<file path="config.mk">
export PLATFORM = sky130hd
export DESIGN_NAME = timer_buffered_compare_pwm
export DESIGN_NICKNAME = d
export VERILOG_FILES = /design/src/verilog/pwm_pkg.sv /design/src/verilog/timer_buffered_compare_pwm.sv
export VERILOG_INCLUDE_DIRS = /design/src /design/src/verilog
export SDC_FILE = /design/constraint.sdc
export NUM_CORES = 1
export LEC_CHECK = 0
export BUFFER_PORTS_ARGS = -buffer_cell sky130_fd_sc_hd__buf_2
export CAP_MARGIN = 5
export CORE_MARGIN = 10
export CORE_UTILIZATION = 55
export DETAILED_ROUTE_END_ITERATION = 10
export PLACE_DENSITY = 0.72
export SLEW_MARGIN = 20
export SYNTH_ARGS = -nofsm -noshare
export SYNTH_HDL_FRONTEND = slang
export SYNTH_SLANG_ARGS = --single-unit
</file>
<file path="constraint.sdc">
create_clock -name i_clk -period 3 [get_ports i_clk]
set_input_delay 0.45 -clock i_clk [delete_from_list [all_inputs] [get_ports i_clk]]
set_output_delay 0.45 -clock i_clk [all_outputs]
set_load 0.01 [all_outputs]
</file>
<file path="src/verilog/pwm_regs.svh">
`ifndef PWM_REGS_SVH
`define PWM_REGS_SVH

// Register offsets, 8-bit data
`define OFS_MAIN_CTL  4'h0
`define OFS_PERIOD_HI 4'h1
`define OFS_PERIOD_LO 4'h2
`define OFS_CH0_CTL   4'h3
`define OFS_CH0_HI    4'h4
`define OFS_CH0_LO    4'h5
`define OFS_CH1_CTL   4'h6
`define OFS_CH1_HI    4'h7
`define OFS_CH1_LO    4'h8
`define OFS_COUNT_HI  4'h9
`define OFS_COUNT_LO  4'ha

// Main control fields
`define MAIN_OVF_BIT    7
`define MAIN_OVF_IE_BIT 6
`define MAIN_HALT_BIT   5
`define MAIN_CLR_BIT    4
`define MAIN_PS_MSB     2
`define MAIN_PS_EXT     3'h7

// Channel control fields
`define CH_FLAG_BIT  7
`define CH_IE_BIT    6
`define CH_MODE_B    5
`define CH_MODE_A    4
`define CH_ELS_B     3
`define CH_ELS_A     2
`define CH_TOV_BIT   1
`define CH_FULL_BIT  0

// Reset values
`define RST_MAIN_CTL 8'h20
`define RST_PERIOD   16'hffff
`define RST_CH_CTL   8'h00
`define RST_CH_VAL   16'h0000

`endif

</file>
<file path="src/verilog/pwm_pkg.sv">
package pwm_pkg;
	typedef enum logic [1:0] {
		SEL_CH0 = 2'b01,
		SEL_CH1 = 2'b10
	} sel_e;

	typedef struct packed {
		logic             overflow_flag;
		logic             tof_arm;
		logic             overflow_irq_enable;
		logic             halt;
		logic [2:0]       ps;
		logic             mod_inh;
		logic [15:0]      period;
		logic [7:0]       period_hold;
		logic [15:0]      cnt;
		logic [5:0]       div;
		logic [1:0][7:0]  cctl;
		logic [1:0]       carm;
		logic [1:0][15:0] cval;
		logic [1:0][7:0]  chold;
		sel_e             active;
		sel_e             last;
		logic [1:0]       pin;
		logic [2:0]       sync;
		logic [7:0]       rdata;
	} st_s;
endpackage

</file>
<file path="src/verilog/timer_buffered_compare_pwm.sv">
// The register offsets and the strobed register port were decided locally.
`include "pwm_regs.svh"
`timescale 1ns/1ps
`default_nettype none

module timer_buffered_compare_pwm
	import pwm_pkg::*;
(
	input  wire logic       i_clk,
	input  wire logic       i_rst_n,
	input  wire logic [3:0] i_addr,
	input  wire logic [7:0] i_wdata,
	input  wire logic       i_wr,
	input  wire logic       i_rd,
	output logic      [7:0] o_rdata,
	input  wire logic       i_ext_clk,
	output logic            o_chan0_pin,
	output logic            o_chan0_oe,
	output logic            o_chan1_pin,
	output logic            o_chan1_oe,
	output logic            o_overflow_irq,
	output logic      [1:0] o_chan_irq
);

	st_s q;
	st_s d;

	logic        paired;
	logic        tick;
	logic        ovf_ev;
	logic [1:0]  match;
	logic [1:0]  out_en;
	logic [15:0] cmp0;
	logic [5:0]  ps_mask;

	// Next pin level for one channel on this tick
	function automatic logic chan_next(input logic       pin,
	                                   input logic [7:0] ctl,
	                                   input logic       hit,
	                                   input logic       ovf);
		logic n;
		n = pin;
		if (ctl[`CH_FULL_BIT] && ctl[`CH_TOV_BIT]) begin
			n = ~ctl[`CH_ELS_A];
		end else if (hit) begin
			case (ctl[`CH_ELS_B:`CH_ELS_A])
				2'b01:   n = ~pin;
				2'b10:   n = 1'b0;
				2'b11:   n = 1'b1;
				default: n = pin;
			endcase
		end else if (ovf && ctl[`CH_TOV_BIT]) begin
			n = ~pin;
		end
		return n;
	endfunction

	// Mode pair nonzero means compare/PWM; buffered bit wins
	function automatic logic is_compare(input logic [7:0] ctl);
		return ctl[`CH_MODE_B] || ctl[`CH_MODE_A];
	endfunction

	assign paired  = q.cctl[0][`CH_MODE_B];
	assign ps_mask = 6'((7'h01 << q.ps) - 7'h01);
	assign tick    = !q.halt && ((q.ps == `MAIN_PS_EXT) ?
	                 (q.sync[1] && !q.sync[2]) :
	                 ((q.div & ps_mask) == ps_mask));
	assign ovf_ev  = tick && (q.cnt == q.period);
	assign cmp0    = (paired && q.active == SEL_CH1) ?
	                 q.cval[1] : q.cval[0];
	assign match[0] = tick && is_compare(q.cctl[0]) &&
	                  (q.cnt == cmp0);
	assign match[1] = tick && !paired && is_compare(q.cctl[1]) &&
	                  (q.cnt == q.cval[1]);
	assign out_en[0] = is_compare(q.cctl[0]) &&
	                   (q.cctl[0][`CH_ELS_B:`CH_ELS_A] != 2'b00);
	assign out_en[1] = !paired && is_compare(q.cctl[1]) &&
	                   (q.cctl[1][`CH_ELS_B:`CH_ELS_A] != 2'b00);

	always_comb begin
		d = q;
		d.sync = {q.sync[1:0], i_ext_clk};
		d.rdata = 8'h00;

		// Prescaler and counter
		if (!q.halt && q.ps != `MAIN_PS_EXT) begin
			d.div = q.div + 6'h01;
		end
		if (tick) begin
			d.cnt = ovf_ev ? 16'h0000 : q.cnt + 16'h0001;
		end
		if (ovf_ev && !q.mod_inh) begin
			d.overflow_flag = 1'b1;
		end

		// Channel pins and flags
		for (int i = 0; i < 2; i++) begin
			if (match[i]) begin
				d.cctl[i][`CH_FLAG_BIT] = 1'b1;
			end
		end
		if (out_en[0]) begin
			d.pin[0] = chan_next(q.pin[0], q.cctl[0], match[0], ovf_ev);
		end
		if (out_en[1]) begin
			d.pin[1] = chan_next(q.pin[1], q.cctl[1], match[1], ovf_ev);
		end

		// Buffered hand-over, only at overflow
		if (!paired) begin
			d.active = SEL_CH0;
			d.last   = SEL_CH0;
		end else if (ovf_ev) begin
			d.active = q.last;
		end

		// Register reads
		if (i_rd) begin
			case (i_addr)
				`OFS_MAIN_CTL: begin
					d.rdata = {q.overflow_flag, q.overflow_irq_enable, q.halt, 2'b00, q.ps};
					d.tof_arm = q.overflow_flag;
				end
				`OFS_PERIOD_HI: d.rdata = q.period[15:8];
				`OFS_PERIOD_LO: d.rdata = q.period[7:0];
				`OFS_CH0_CTL: begin
					d.rdata = q.cctl[0];
					d.carm[0] = q.cctl[0][`CH_FLAG_BIT];
				end
				`OFS_CH0_HI: d.rdata = q.cval[0][15:8];
				`OFS_CH0_LO: d.rdata = q.cval[0][7:0];
				`OFS_CH1_CTL: begin
					d.rdata = q.cctl[1];
					d.carm[1] = q.cctl[1][`CH_FLAG_BIT];
				end
				`OFS_CH1_HI: d.rdata = q.cval[1][15:8];
				`OFS_CH1_LO: d.rdata = q.cval[1][7:0];
				`OFS_COUNT_HI: d.rdata = q.cnt[15:8];
				`OFS_COUNT_LO: d.rdata = q.cnt[7:0];
				default: d.rdata = 8'h00;
			endcase
		end

		// Register writes; hardware set beats software clear
		if (i_wr) begin
			case (i_addr)
				`OFS_MAIN_CTL: begin
					if (!i_wdata[`MAIN_OVF_BIT] && q.tof_arm && !ovf_ev) begin
						d.overflow_flag = 1'b0;
					end
					d.tof_arm = 1'b0;
					d.overflow_irq_enable = i_wdata[`MAIN_OVF_IE_BIT];
					d.halt = i_wdata[`MAIN_HALT_BIT];
					d.ps   = i_wdata[`MAIN_PS_MSB:0];
					if (i_wdata[`MAIN_CLR_BIT]) begin
						d.cnt = 16'h0000;
						d.div = 6'h00;
					end
				end
				`OFS_PERIOD_HI: begin
					d.period_hold = i_wdata;
					d.mod_inh = 1'b1;
				end
				`OFS_PERIOD_LO: begin
					d.period = {q.period_hold, i_wdata};
					d.mod_inh = 1'b0;
				end
				`OFS_CH0_HI: d.chold[0] = i_wdata;
				`OFS_CH1_HI: d.chold[1] = i_wdata;
				`OFS_CH0_LO: begin
					d.cval[0] = {q.chold[0], i_wdata};
					if (paired) begin
						d.last = SEL_CH0;
					end
				end
				`OFS_CH1_LO: begin
					d.cval[1] = {q.chold[1], i_wdata};
					if (paired) begin
						d.last = SEL_CH1;
					end
				end
				default: begin
				end
			endcase
			for (int i = 0; i < 2; i++) begin
				if (i_addr == ((i == 0) ? `OFS_CH0_CTL : `OFS_CH1_CTL)) begin
					d.cctl[i][6:0] = i_wdata[6:0];
					if (!i_wdata[`CH_FLAG_BIT] && q.carm[i] && !match[i]) begin
						d.cctl[i][`CH_FLAG_BIT] = 1'b0;
					end
					d.carm[i] = 1'b0;
				end
			end
		end
	end

	always_ff @(posedge i_clk or negedge i_rst_n) begin
		if (!i_rst_n) begin
			q.overflow_flag         <= 1'b0;
			q.tof_arm     <= 1'b0;
			q.overflow_irq_enable        <= 1'b0;
			q.halt        <= 1'(`RST_MAIN_CTL >> `MAIN_HALT_BIT);
			q.ps          <= 3'h0;
			q.mod_inh     <= 1'b0;
			q.period      <= `RST_PERIOD;
			q.period_hold <= 8'hff;
			q.cnt         <= 16'h0000;
			q.div         <= 6'h00;
			q.cctl        <= {`RST_CH_CTL, `RST_CH_CTL};
			q.carm        <= 2'h0;
			q.cval        <= {`RST_CH_VAL, `RST_CH_VAL};
			q.chold       <= 16'h0000;
			q.active      <= SEL_CH0;
			q.last        <= SEL_CH0;
			q.pin         <= 2'h0;
			q.sync        <= 3'h0;
			q.rdata       <= 8'h00;
		end else begin
			q <= d;
		end
	end

	assign o_rdata        = q.rdata;
	assign o_chan0_pin    = q.pin[0];
	assign o_chan0_oe     = out_en[0];
	assign o_chan1_pin    = q.pin[1];
	assign o_chan1_oe     = out_en[1];
	assign o_overflow_irq = q.overflow_flag && q.overflow_irq_enable;
	assign o_chan_irq[0]  = q.cctl[0][`CH_FLAG_BIT] && q.cctl[0][`CH_IE_BIT];
	assign o_chan_irq[1]  = q.cctl[1][`CH_FLAG_BIT] && q.cctl[1][`CH_IE_BIT];
endmodule

`default_nettype wire

</file>
# Yosys cells after proc, flatten, opt, wreduce, memory -nomap -nowiden
# Index checks and enable logic that the tools add are counted.
totals:
  wordCells: 163
  regBits: 137
  out_inout_bits: 15
classes:
  n_mux: 48
  addsub: 3
  n_eq_ne: 26
  shifts: 1
  n_bitwise: 5
  reduce_logical: 55
ops:
  columns: ["op", "count"]
  rows:
  - ["2-to-1 mux 120 bit", 1]
  - ["2-to-1 mux 16 bit", 6]
  - ["one-hot mux 8 bit (11 select lines)", 1]
  - ["equality test 16 bit", 3]
  - ["2-to-1 mux 8 bit", 6]
  - ["2-to-1 mux 22 bit", 2]
  - ["logical AND 1 bit", 27]
  - ["AND reduction 2 bit", 10]
  - ["2-to-1 mux 1 bit", 19]
  - ["adder 16 x 1 -> 16 bit, second input constant", 1]
  - ["equality test 4 x 3 -> 1 bit, second input constant", 4]
  - ["2-to-1 mux 2 bit", 7]
  - ["equality test 4 bit, second input constant", 3]
  - ["equality test 2 bit, second input constant", 5]
  - ["!= test 5 x 1 -> 1 bit, second input constant", 2]
  - ["equality test 4 x 2 -> 1 bit, second input constant", 2]
  - ["zero test 1 bit", 8]
  - ["2-to-1 mux 7 bit", 1]
  - ["adder 6 x 1 -> 6 bit, second input constant", 1]
  - ["bitwise AND 6 bit", 1]
  - ["equality test 6 bit", 1]
  - ["2-to-1 mux 6 bit", 1]
  - ["one-hot mux 1 bit (3 select lines)", 2]
  - ["AND reduction 3 bit", 2]
  - ["other kinds (14)", 22]

# Longest topological paths before layout
# Gate-level depths: netlist of run 1.
depth:
  word_depth: 14
  depth_mapped: 12
  mapped_depth_nobuf: 10

# Least setup slack after synthesis of run 1
# Ideal clock, no wire load.
synth_timing:
  path_type: "reg-to-reg"
  startpoint: "register q[131] (netlist bit)"
  endpoint: "register q, in the netlist o_chan1_pin"
  path_buffers: 2
  path_stages_with_launch: 13
  arrival_time_ns: 2.440
  setup_slack_ns: 0.436
  synth_period_minus_slack_ns: 2.564
  path_cell_list: "dfrtp_1 -> buf_2 -> nor3_1 -> inv_1 -> ha_1 -> xor2_1 -> a221oi_1 -> o221a_2 -> buf_2 -> a31oi_1 -> a41oi_1 -> mux2i_1 -> mux2_2"
synth_between:
  elab_chain_len: 11
synth_rtl:
  columns: ["element", "line_no", "rtl"]
  rows:
  - ["start: declaration", "timer_buffered_compare_pwm.sv:25", "st_s q;"]
  - ["left shift 1 x 3 -> 6 bit", "timer_buffered_compare_pwm.sv:64", "assign ps_mask = 6'((7'h01 << q.ps) - 7'h01);"]
  - ["subtractor 6 x 1 -> 6 bit", "timer_buffered_compare_pwm.sv:64", null]
  - ["bitwise AND 6 bit", "timer_buffered_compare_pwm.sv:67", "((q.div & ps_mask) == ps_mask));"]
  - ["equality test 6 bit", "timer_buffered_compare_pwm.sv:67", null]
  - ["2-to-1 mux 1 bit *", "timer_buffered_compare_pwm.sv:65", "assign tick = !q.halt && ((q.ps == `MAIN_PS_EXT) ?"]
  - ["logical AND 1 bit *", "timer_buffered_compare_pwm.sv:65", null]
  - ["logical AND 1 bit (3 in series)", "timer_buffered_compare_pwm.sv:73", "assign match[1] = tick && !paired && is_compare(q.cctl[1]) &&"]
  - ["!= test 5 x 1 -> 1 bit (no source line) (tied with other cells)", null, null]
  - ["AND reduction 3 bit (no source line) or 2-to-1 mux 1 bit (tied branches)", null, null]
# Mark *: on every way between the ends. The rest lies on a longest branch, timed or not.
# A chain may end at the register's enable or synchronous reset.

==> results of run 1 <==
==> per-stage QoR <==
| stage | setup WS, ps | utilization (%) | cells | power, mW |
|---|---|---|---|---|
| CTS | 71.0 | 63.2 | 953 | 6.41 |
| detailed placement | 87.1 | 59.2 | 921 | 4.52 |
| global route | -62.2 | 63.6 | 955 | 6.81 |
| global placement | 256 | 59.2 | 921 | 4.46 |
| finish | 89.6 | 63.6 | 955 | 6.51 |
| floorplan | 436 | - | 731 | 3.86 |
==> worst paths after layout <==
| check | depth (start not counted) | end | startpoint |
|---|---|---|---|
| min | 1 | q[54]$_DFFE_PN0P_ | i_rst_n |
| min reg2reg | 0 | d[10]$_DFF_PN0_ | d[9]$_DFF_PN0_ |
| max in group asynchronous | 2 | q[15]$_DFFE_PN1P_ | i_rst_n |
| max | 10 | q[103]$_DFF_PN0_ | q[132]$_DFFE_PN0P_ |
| max reg2reg | 10 | q[103]$_DFF_PN0_ | q[132]$_DFFE_PN0P_ |
| min in group i_clk | 1 | d[9]$_DFF_PN0_ | i_ext_clk |
==> Yosys cell counts (4+ instances only) <==
cell and n:
sky130_fd_sc_hd__dfstp_2 27, sky130_fd_sc_hd__buf_4 8, sky130_fd_sc_hd__nand4_1 12, sky130_fd_sc_hd__and3_1 6, sky130_fd_sc_hd__clkbuf_1 32, sky130_fd_sc_hd__a211oi_1 4
sky130_fd_sc_hd__xnor2_1 33, sky130_fd_sc_hd__o21ai_0 28, sky130_fd_sc_hd__a21oi_1 27, sky130_fd_sc_hd__nand2b_1 8, sky130_fd_sc_hd__and2_1 6, sky130_fd_sc_hd__a22oi_1 8
sky130_fd_sc_hd__o22ai_1 7, sky130_fd_sc_hd__nand2_1 75, sky130_fd_sc_hd__nor3b_1 4, sky130_fd_sc_hd__dfrtp_1 110, sky130_fd_sc_hd__a221oi_1 7, sky130_fd_sc_hd__nand3_1 22
sky130_fd_sc_hd__ha_1 7, sky130_fd_sc_hd__xor2_1 18, sky130_fd_sc_hd__nor3_1 6, sky130_fd_sc_hd__nor2b_1 11, sky130_fd_sc_hd__nor2_1 57, sky130_fd_sc_hd__or3_1 6
sky130_fd_sc_hd__a31oi_1 5, sky130_fd_sc_hd__buf_2 6, sky130_fd_sc_hd__buf_1 4, sky130_fd_sc_hd__mux2i_1 22, sky130_fd_sc_hd__a32o_1 4, sky130_fd_sc_hd__mux2_2 81
sky130_fd_sc_hd__inv_1 28
==> power by group through the flow <==
stage / logic (mW) / registers [mW] / clock network (mW)
final: 1.72 / 2.91 / 1.89
after global routing: 1.87 / 2.94 / 2.00
after CTS: 1.64 / 2.87 / 1.91
after detailed placement: 1.62 / 2.90 / 0
after global placement: 1.58 / 2.88 / 0
after floorplan: 1.25 / 2.61 / 0
==> routing by layer <==
metal	share of wire (%)	GRT usage, %
met5	0	0
met4	2.7	11.1
met3	9.7	6.34
met2	46	39.4
met1	42	34.2
==> cells by family (layout without fill, tap and decap cells) <==
logic type / count (synthesis) / in the layout / share of synthesized area, %
adders and majority gates: 7 / 7 / 1.17
muxes: 105 / 105 / 15.7
AOI/OAI and AO/OA: 121 / 122 / 11.0
DFF: 137 / 137 / 46.3
buffers and inverters: 82 / 129 / 4.92
xor gates and xnor gates: 51 / 51 / 5.97
and+or+nand+nor: 228 / 228 / 14.9
==> flip-flops by register name (all words and copies together) (netlist names) <==
register,count
d,2
o_chan0_pin,1
o_chan1_pin,1
o_rdata,8
paired,1
q,124
==> critical path, cell delays in order (launching register included) <==
cell and delay [ps]:
sky130_fd_sc_hd__dfrtp_2 460, sky130_fd_sc_hd__nor3_2 250, sky130_fd_sc_hd__inv_1 80, sky130_fd_sc_hd__ha_1 250
sky130_fd_sc_hd__xor2_1 190, sky130_fd_sc_hd__a221oi_2 300, sky130_fd_sc_hd__o221a_2 380, sky130_fd_sc_hd__buf_4 210
sky130_fd_sc_hd__nand4_1 180, sky130_fd_sc_hd__or3_1 370, sky130_fd_sc_hd__a21oi_1 150
==> cell type report <==
class	instances	area share [%]
repair buffers	68	5.20
inverters	29	1.29
clock inverters	14	1.18
well taps	176	2.61
clock buffers	18	5.08
multi-input cells	513	43.6
flip-flops and latches	137	41.0
==> timing repair <==
action,in CTS,in global routing
setup buffers,0,1
setup endpoints to repair,0,18
gates resized for setup,0,8
endpoints found under the hold margin,0,0
==> results.md, run 1 <==
* Run status: completed
* Post-synth cell types at 67
* Synthesized instance count at about 730
* Die W at 137 µm
* Via Count at 6065
* Sequential standard cell area at about 0.0035 mm²
* Vias per Instance at roughly 6.4
* Post-route setup TNS at 0 ps
* Final period utilization at 97.0%
* Final Hold Vio Count at 0
* Switching part of the total at 35.4%
* Layout cells sized above 1 at 29.1%
* Clock tree from TritonCTS: yes
* Post-synth EDFFs at 0
* Synth Warn # at 0
* FFs w/ async S/R, synth at 100%
* Final Critical Period at around 2900 ps
* Clock tree root driver cell: sky130_fd_sc_hd__clkbuf_16
* Crit path required time at 3350 ps
* Ant diodes at 0
* Die Area at about 0.019 mm²
* Number of antenna violations at the first check in global routing at 0
* CTS max path bufs at 2
* Total Wirelength at roughly 24000 µm
* Portion of total power attributed to combinational logic at between 20% and 30%
* TritonCTS Sinks at 137
* Syn_area_per_cell at 10.2 µm²
* Int Power at 4.21 mW
* Number of fill cells in the layout at 1110
* Worst Path Max Fanout at 8
* Worst Path Arrival at 3260 ps
* Kind of capture point of the worst setup path: flop
* Sequential Power Share at 44.7%
* Commonest cells after routing, fill and taps aside: 108 x sky130_fd_sc_hd__dfrtp_1, 81 x sky130_fd_sc_hd__mux2_2, 74 x sky130_fd_sc_hd__nand2_1, 57 x sky130_fd_sc_hd__nor2_1, 37 x sky130_fd_sc_hd__buf_4
* Final worst clock skew at 7.14 ps
* Routability-driven placement congestion ratio at just under 1
* Net count of the finished layout at 790
* Router iterations before antenna repair at 6
* Placeable core region at 0.0133 mm²
* Height of the die at 137 µm
* Seq/Total Area, Yosys at 46.3%
* Cell taking the most area after synthesis: sky130_fd_sc_hd__dfrtp_1
* Num rows at 42
* Post-synthesis instance area at between 0.007 and 0.008 mm²
* Violation count after the first detailed-routing iteration at 763
* Remaining global-route overflow at 0
* Mean routed wirelength per cell at approximately 25 µm
* Critical setup path kind: flop to flop
* Max Slew Vio Count at 0
* Most frequently used flop master after synthesis: sky130_fd_sc_hd__dfrtp_1
* Share of Yosys cell area claimed by the top area cell type at 36.8%
* Hold-fix buffer count after cts at 0
* Instance area at placement at 0.00787 mm²
* Max Clk Rate at between 300 and 400 MHz
* Clock transition at path regs at about 60 ps
* Net switching power of the design at between 2 and 2.5 mW
* Number of I/O pins at 32
* Global-route wire length before repair at 35800 µm
* Crit start category: flop
* Power per cell area at a little under 800 mW/mm²
* Hold Slack at between 30 and 40 ps
* HPWL after DPL at between 15000 and 20000 µm
* Slew margin rel. at 54.1%
* Total of buffers placed on input and output ports at 31
* Most frequent standard cell in the layout excluding fill and tap cells: sky130_fd_sc_hd__dfrtp_1
* Static leakage power at 3.75 nW
* Post-route cell area at 0.00845 mm²
* Maximum number of pins on one net before global-route repair at 75
* Final setup violation count at 0
* Area grow syn2layout at 13.0%
* Multi-input combinational cell area at about 0.0037 mm²
* Register bit count reported by yosys at ~140
* Path category of the worst min-delay check: input port to asynchronous set/reset pin
* Slew at the pin closest to its max-slew limit at slightly below 700 ps
* Detailed-route DRC error count at 0
* Initial standard-cell utilization of the core at ~56%
* Maximum level of the CTS H-tree at 4
* Maxcap violations at 0
* Total global-route track usage at 25.8%
* Peak ir drop on the vdd network at roughly 0.00057 V
* Number of global-route vias before repair at approximately 6000
* Num CTS Buffers at 17
* Residual antenna-violating net count after detailed routing at 0
* Post-Synthesis Net Count at ~760
* Clock group share of total power at 29.0%
* Source-to-sink clock delay at the later pin of the worst-skew pair at 430 ps
* Leading cell types by total area after synthesis: sky130_fd_sc_hd__dfrtp_1 37%, sky130_fd_sc_hd__mux2_2 12%, sky130_fd_sc_hd__dfstp_2 9.5%, sky130_fd_sc_hd__xnor2_1 3.9%, sky130_fd_sc_hd__nand2_1 3.8%
* Internal reg-to-reg setup slack at about 90 ps
Note: power is estimated with default switching activity, not from simulation.
==> inputs of run 2 (changes only) <==
--- a/config.mk
+++ b/config.mk
@@ -8,10 +8,12 @@
 export LEC_CHECK = 0
 export BUFFER_PORTS_ARGS = -buffer_cell sky130_fd_sc_hd__buf_2
 export CAP_MARGIN = 5
+export CORE_ASPECT_RATIO = 1.1
 export CORE_MARGIN = 10
-export CORE_UTILIZATION = 55
+export CORE_UTILIZATION = 50
 export DETAILED_ROUTE_END_ITERATION = 10
-export PLACE_DENSITY = 0.72
+export GPL_ROUTABILITY_DRIVEN = 0
+export PLACE_DENSITY = 0.67
 export SLEW_MARGIN = 20
 export SYNTH_ARGS = -nofsm -noshare
 export SYNTH_HDL_FRONTEND = slang
==> run 2 against run 1 <==
Compared with the run above: cell area grew 0.73%; hold slack gained 7.6 ps; clock power grew 19%; clock skew is essentially flat; final cell count grew 1.0%; combinational power shrank 3%; critical path type unchanged; via count shrank 1.9%; global-route usage shrank 3.4 points; critical path depth shrank 1.
==> results.md, run 2 (synthesis results as in run 1) <==
* Maxcap violations at 0 (unchanged)
* Net count of the finished layout at 784 (-0.76%)
* TritonCTS Sinks at 137 (unchanged)
* Vias per Instance at 6.17 (-2.9%)
* Post-route cell area at 0.00851 mm² (+0.73%)
* Post-route setup TNS at 0 ps (unchanged)
* Maximum number of pins on one net before global-route repair at 76 (+1.3%)
* Power per cell area at 798 mW/mm² (+3.5%)
* Height of the die at 148 µm (+8.5%)
* Crit path required time at 3310 ps (-40 ps)
* Clock transition at path regs at 60 ps (about the same)
* Die W at 137 µm (unchanged)
* Max Clk Rate at 347 MHz (+0.93%)
* Clock tree from TritonCTS: yes
* Kind of capture point of the worst setup path: flop
* Multi-input combinational cell area at 0.00365 mm² (-0.95%)
* Run status: completed
* Global-route wire length before repair at 34500 µm (-3.6%)
* Number of global-route vias before repair at 6107 (+1.8%)
* Number of I/O pins at 32 (unchanged)
* Residual antenna-violating net count after detailed routing at 0 (unchanged)
* Largest Register: q
* Router iterations before antenna repair at 7 (+1)
* Die Area at 0.0203 mm² (+8.5%)
* CTS max path bufs at 2 (unchanged)
* Final period utilization at 96.1% (-0.89 points)
* Area grow syn2layout at 13.8%
* Max Slew Vio Count at 0 (unchanged)
* Slew margin rel. at 53.5% (-0.61 points)
* Final Hold Vio Count at 0 (unchanged)
* Static leakage power at 3.78 nW (+0.67%)
* Max FFs per register at 124 (unchanged)
* Startpoint of the worst register-to-register path: q[132]$_DFFE_PN0P_
* HPWL after DPL at 16000 µm (-4.5%)
* Number of fill cells in the layout at 1218 (+9.7%)
* Source of the critical timing path: q[132]$_DFFE_PN0P_
* Via Count at 5951 (-1.9%)
* Layout cells sized above 1 at 27.7% (-1.5 points)
* Final worst clock skew at 6.67 ps (-0.476 ps)
* Mean routed wirelength per cell at 22.9 µm (-8.0%)
* Clock tree root driver cell: sky130_fd_sc_hd__clkbuf_16
* Total of buffers placed on input and output ports at 31 (unchanged)
* Sequential standard cell area at 0.00346 mm² (about the same)
* Num CTS Buffers at 17 (unchanged)
* Most frequent standard cell in the layout excluding fill and tap cells: sky130_fd_sc_hd__dfrtp_1
* Number of antenna violations at the first check in global routing at 0 (unchanged)
* Worst Path Max Fanout at 8 (unchanged)
* Worst Path Arrival at 3190 ps (-70 ps)
* Peak ir drop on the vdd network at 0.000474 V (-16%)
* Commonest cells after routing, fill and taps aside: 110 x sky130_fd_sc_hd__dfrtp_1, 81 x sky130_fd_sc_hd__mux2_2, 75 x sky130_fd_sc_hd__nand2_1, 57 x sky130_fd_sc_hd__nor2_1, 33 x sky130_fd_sc_hd__xnor2_1
* Source-to-sink clock delay at the later pin of the worst-skew pair at 420 ps (about the same)
* Maximum level of the CTS H-tree at 4 (unchanged)
* Crit start category: flop
* Num rows at 46 (+9.5%)
* Remaining global-route overflow at 0 (unchanged)
* Violation count after the first detailed-routing iteration at 670 (-12%)
* Instance area at placement at 0.00786 mm² (-0.16%)
* Total global-route track usage at 22.4% (-3.4 points)
* Placeable core region at 0.0146 mm² (+9.5%)
* Final setup violation count at 0 (unchanged)
* Detailed-route DRC error count at 0 (unchanged)
* Slew at the pin closest to its max-slew limit at 697 ps (+9.21 ps)
* Total Wirelength at 22100 µm (-7.1%)
* Path category of the worst min-delay check: input port to asynchronous set/reset pin
* Setup repair after global routing missed its margin: false
* Initial standard-cell utilization of the core at 51.4% (-4.9 points)
* Critical setup path kind: flop to flop
* Ant diodes at 0 (unchanged)
* Final Critical Period at 2880 ps (-26.7 ps)
-- run 2: timing repair --
item,4_1_cts,5_1_grt
setup buffers,0,2
hold buffers,0,0
gates resized for setup,0,1
endpoints found under the setup margin,0,18
endpoints found under the hold margin,0,0
-- run 2: report_power, final --
group	switching, mW	internal [mW]	total (mW)	leakage, nW
clock	0.804	1.44	2.24	0.307
sequential	0.568	2.33	2.89	1.66
combinational	0.838	0.818	1.66	1.81
total	2.21	4.58	6.79	3.78
-- run 2: layout make-up --
| type | count | area share [%] |
|---|---|---|
| sequential | 137 | 40.7 |
| multi-input combinational | 512 | 42.9 |
| clock buffer | 21 | 5.41 |
| tap | 192 | 2.82 |
| inverter | 29 | 1.28 |
| clock inverter | 11 | 2.03 |
| timing repair buffer | 63 | 4.87 |
-- run 2: per-layer routing --
layer	routed length [µm]	vias up	GRT usage, %
li1	-	2627	-
met1	9040	2901	28.9
met2	9990	341	33.9
met3	2070	82	5.56
met4	1040	0	11.7
met5	0	-	0
-- run 2: path summary, 6_finish.rpt --
check	to	slack (ps)	depth (start not counted)
min	q[48]$_DFFE_PN0P_	50	1
max reg2reg	o_chan1_pin$_DFFE_PN0P_	120	9
min in group i_clk	d[9]$_DFF_PN0_	130	1
max in group asynchronous	q[114]$_DFFE_PN1P_	2140	2
max	o_chan1_pin$_DFFE_PN0P_	120	9
min reg2reg	d[10]$_DFF_PN0_	350	0
-- run 2: worst max-delay path, stage by stage, from the launching register on --
cell                       delay, ps
sky130_fd_sc_hd__dfrtp_1         460
sky130_fd_sc_hd__nor3_2          230
sky130_fd_sc_hd__inv_1            70
sky130_fd_sc_hd__ha_1            250
sky130_fd_sc_hd__xor2_1          180
sky130_fd_sc_hd__a221oi_1        290
sky130_fd_sc_hd__o221a_2         410
sky130_fd_sc_hd__o211ai_1        140
sky130_fd_sc_hd__a311oi_1        360
sky130_fd_sc_hd__mux2_2          370
-- run 2: through the flow --
step | hold slack, ps | power [mW] | std cells | utilization [%] | setup slack (ps)
2_1_floorplan | 154 | 3.86 | 731 | - | 436
3_3_place_gp | 339 | 4.42 | 931 | 54.0 | 252
3_5_place_dp | 336 | 4.49 | 931 | 54.0 | 91.3
4_1_cts | 69.8 | 6.75 | 963 | 58.3 | 11.5
5_1_grt | 82.2 | 7.08 | 965 | 58.5 | 2.93
6_report | 46.0 | 6.79 | 965 | 58.5 | 116
==> inputs of run 3 (changes only) <==
--- a/config.mk
+++ b/config.mk
@@ -8,7 +8,6 @@
 export LEC_CHECK = 0
 export BUFFER_PORTS_ARGS = -buffer_cell sky130_fd_sc_hd__buf_2
 export CAP_MARGIN = 5
-export CORE_ASPECT_RATIO = 1.1
 export CORE_MARGIN = 10
 export CORE_UTILIZATION = 50
 export DETAILED_ROUTE_END_ITERATION = 10
==> run 3 against run 2 <==
Compared with the run above: register-to-register slack better by 60 ps; critical path depth increased by 2; fmax up 2.0%; sequential cell count unchanged; hold slack better by 70 ps; first-iteration DRC count increased by 26%; final cell count fell by 1.1%.
==> results.md, run 3 (synthesis results as in run 1) <==
* Slew margin rel. at 48.3% (-5.2 points)
* Maxcap violations at 0 (unchanged)
* Final cell utilization of the core at 57.9% (-0.56 points)
* Commonest cells after routing, fill and taps aside: 110 x sky130_fd_sc_hd__dfrtp_1, 81 x sky130_fd_sc_hd__mux2_2, 75 x sky130_fd_sc_hd__nand2_1, 57 x sky130_fd_sc_hd__nor2_1, 33 x sky130_fd_sc_hd__xnor2_1
* Power per cell area at 783 mW/mm² (-1.8%)
* TritonCTS Sinks at 137 (unchanged)
* Post-route cell area at 0.00845 mm² (-0.78%)
* Area grow syn2layout at 12.9%
* Most frequent standard cell in the layout excluding fill and tap cells: sky130_fd_sc_hd__dfrtp_1
* Max FFs per register at 124 (unchanged)
* Crit start category: flop
* Slowest stage cell, crit path: sky130_fd_sc_hd__dfrtp_1
* Clock transition at path regs at 60 ps (about the same)
* Max Slew Vio Count at 0 (unchanged)
* Height of the die at 142 µm (-4.0%)
* Source-to-sink clock delay at the later pin of the worst-skew pair at 440 ps (+20 ps)
* Slew at the pin closest to its max-slew limit at 776 ps (+78.7 ps)
* Static leakage power at 3.75 nW (-0.79%)
* Via Count at 6052 (+1.7%)
* CTS max path bufs at 2 (unchanged)
* HPWL after DPL at 16100 µm (+0.63%)
* Num CTS Buffers at 17 (unchanged)
* Remaining global-route overflow at 0 (unchanged)
* Ant diodes at 0 (unchanged)
* Net count of the finished layout at 781 (-0.38%)
* Overall power consumption at 6.62 mW (-2.6%)
* Run status: completed
* Total Wirelength at 22300 µm (+0.70%)
* Final Critical Period at 2830 ps (-57.9 ps)
* Final Hold Vio Count at 0 (unchanged)
* Worst Path Max Fanout at 11 (+3)
* Router iterations before antenna repair at 8 (+1)
* Vias per Instance at 6.34 (+2.9%)
* Instance area at placement at 0.00783 mm² (-0.41%)
* Number of global-route vias before repair at 6010 (-1.6%)
* Max Clk Rate at 354 MHz (+2.0%)
* Path category of the worst min-delay check: input port to flop
* Number of I/O pins at 32 (unchanged)
* Crit path required time at 3380 ps (+70 ps)
* Final period utilization at 94.2% (-1.9 points)
* Num rows at 44 (-4.3%)
* Largest Register: q
* Initial standard-cell utilization of the core at 51.3% (-0.097 points)
* Total of buffers placed on input and output ports at 31 (unchanged)
* Die W at 142 µm (+4.2%)
* Count of buffering cells on the critical path with inverters included at 2 (+1)
* Maximum number of pins on one net before global-route repair at 60 (-21%)
* Total global-route track usage at 22.3% (-0.15 points)
* Worst Path Arrival at 3200 ps (about the same)
* Peak ir drop on the vdd network at 0.000476 V (+0.43%)
* CP cell instances: nor3_2 > inv_1 > ha_1 > xor2_1 > a221oi_1 > o221a_2 > buf_12 > and4bb_2 > nand2_1 > o31ai_1 > a41o_1
* Clock tree from TritonCTS: yes
* Final worst clock skew at 15.2 ps (+8.50 ps)
* Placeable core region at 0.0146 mm² (+0.19%)
* Critical setup path kind: flop to flop
* Global-route wire length before repair at 34700 µm (+0.44%)
* Final setup violation count at 0 (unchanged)
* Residual antenna-violating net count after detailed routing at 0 (unchanged)
* Maximum level of the CTS H-tree at 4 (unchanged)
* Violation count after the first detailed-routing iteration at 842 (+26%)
* Die Area at 0.0202 mm² (about the same)
* Kind of capture point of the worst setup path: flop
* Hold Slack at 116 ps (+69.5 ps)
* Top cell family by delay on the critical path: compound AO/OA/AOI/OAI gates
* Detailed-route DRC error count at 0 (unchanged)
* Number of antenna violations at the first check in global routing at 0 (unchanged)
* Layout cells sized above 1 at 27.5% (-0.15 points)
* Biggest cell delay along the critical path at 470 ps (about the same)
* Mean routed wirelength per cell at 23.4 µm (+1.9%)
* Clock tree root driver cell: sky130_fd_sc_hd__clkbuf_16
run 3: changes by cell type in the layout (fill, tap and decap cells not counted), sizes merged:
cell	delta
bufinv	-4
dlygate4sd3	+1
clkinv	-3
inv	+9
buf	-4
clkbuf	-2
run 3: path summary, 6_finish.rpt:
kind | startpoint | slack (ps) | end | depth (start not counted)
max | q[132]$_DFFE_PN0P_ | 170 | o_chan0_pin$_DFFE_PN0P_ | 11
min | i_ext_clk | 120 | d[9]$_DFF_PN0_ | 1
max reg2reg | q[132]$_DFFE_PN0P_ | 170 | o_chan0_pin$_DFFE_PN0P_ | 11
min reg2reg | d[9]$_DFF_PN0_ | 360 | d[10]$_DFF_PN0_ | 0
max in group asynchronous | i_rst_n | 1680 | q[116]$_DFFE_PN1P_ | 3
min in group asynchronous | i_rst_n | 550 | q[54]$_DFFE_PN0P_ | 2
run 3: where the power goes:
group	total (mW)	internal [mW]	switching [mW]
Clock	2.03	1.14	0.893
Sequential	2.88	2.33	0.557
Combinational	1.70	0.843	0.861
run 3: cell type report:
cell class,count,area (µm²)
clock buffer,19,453
clock inverter,13,123
fill,1198,6140
inverter,29,109
multi-input combinational,512,3660
sequential,137,3460
tap,184,230
timing repair buffer,60,407
run 3: worst reg2reg max path, cell delays in order, from the launching register on:
cell	delay, ps
sky130_fd_sc_hd__dfrtp_1	470
sky130_fd_sc_hd__nor3_2	270
sky130_fd_sc_hd__inv_1	70
sky130_fd_sc_hd__ha_1	250
sky130_fd_sc_hd__xor2_1	180
sky130_fd_sc_hd__a221oi_1	260
sky130_fd_sc_hd__o221a_2	260
sky130_fd_sc_hd__buf_12	140
sky130_fd_sc_hd__and4bb_2	270
sky130_fd_sc_hd__nand2_1	100
sky130_fd_sc_hd__o31ai_1	290
sky130_fd_sc_hd__a41o_1	210
run 3: per-stage QoR:
step | setup TNS (ps) | setup slack (ps) | std cells
2_1_floorplan | 0 | 436 | 731
3_3_place_gp | 0 | 253 | 920
3_5_place_dp | 0 | 160 | 920
4_1_cts | 0 | 136 | 953
5_1_grt | -12.0 | -12.0 | 954
6_report | 0 | 174 | 954
run 3: layer usage:
layer / GRT usage [%] / up-vias / part of all wire [%]
met4: 12.9 / 0 / 5.2
met5: 0 / - / 0
met1: 29.0 / 2970 / 41
li1: - / 2635 / -
met2: 32.5 / 359 / 44
met3: 6.11 / 88 / 9.6
run 3: timing repair:
item                       in CTS  in global routing
buffers inserted                0                  1
hold endpoints to repair       10                  0
setup endpoints to repair       0                  6
hold buffers                    1                  0
resized for setup               0                  2
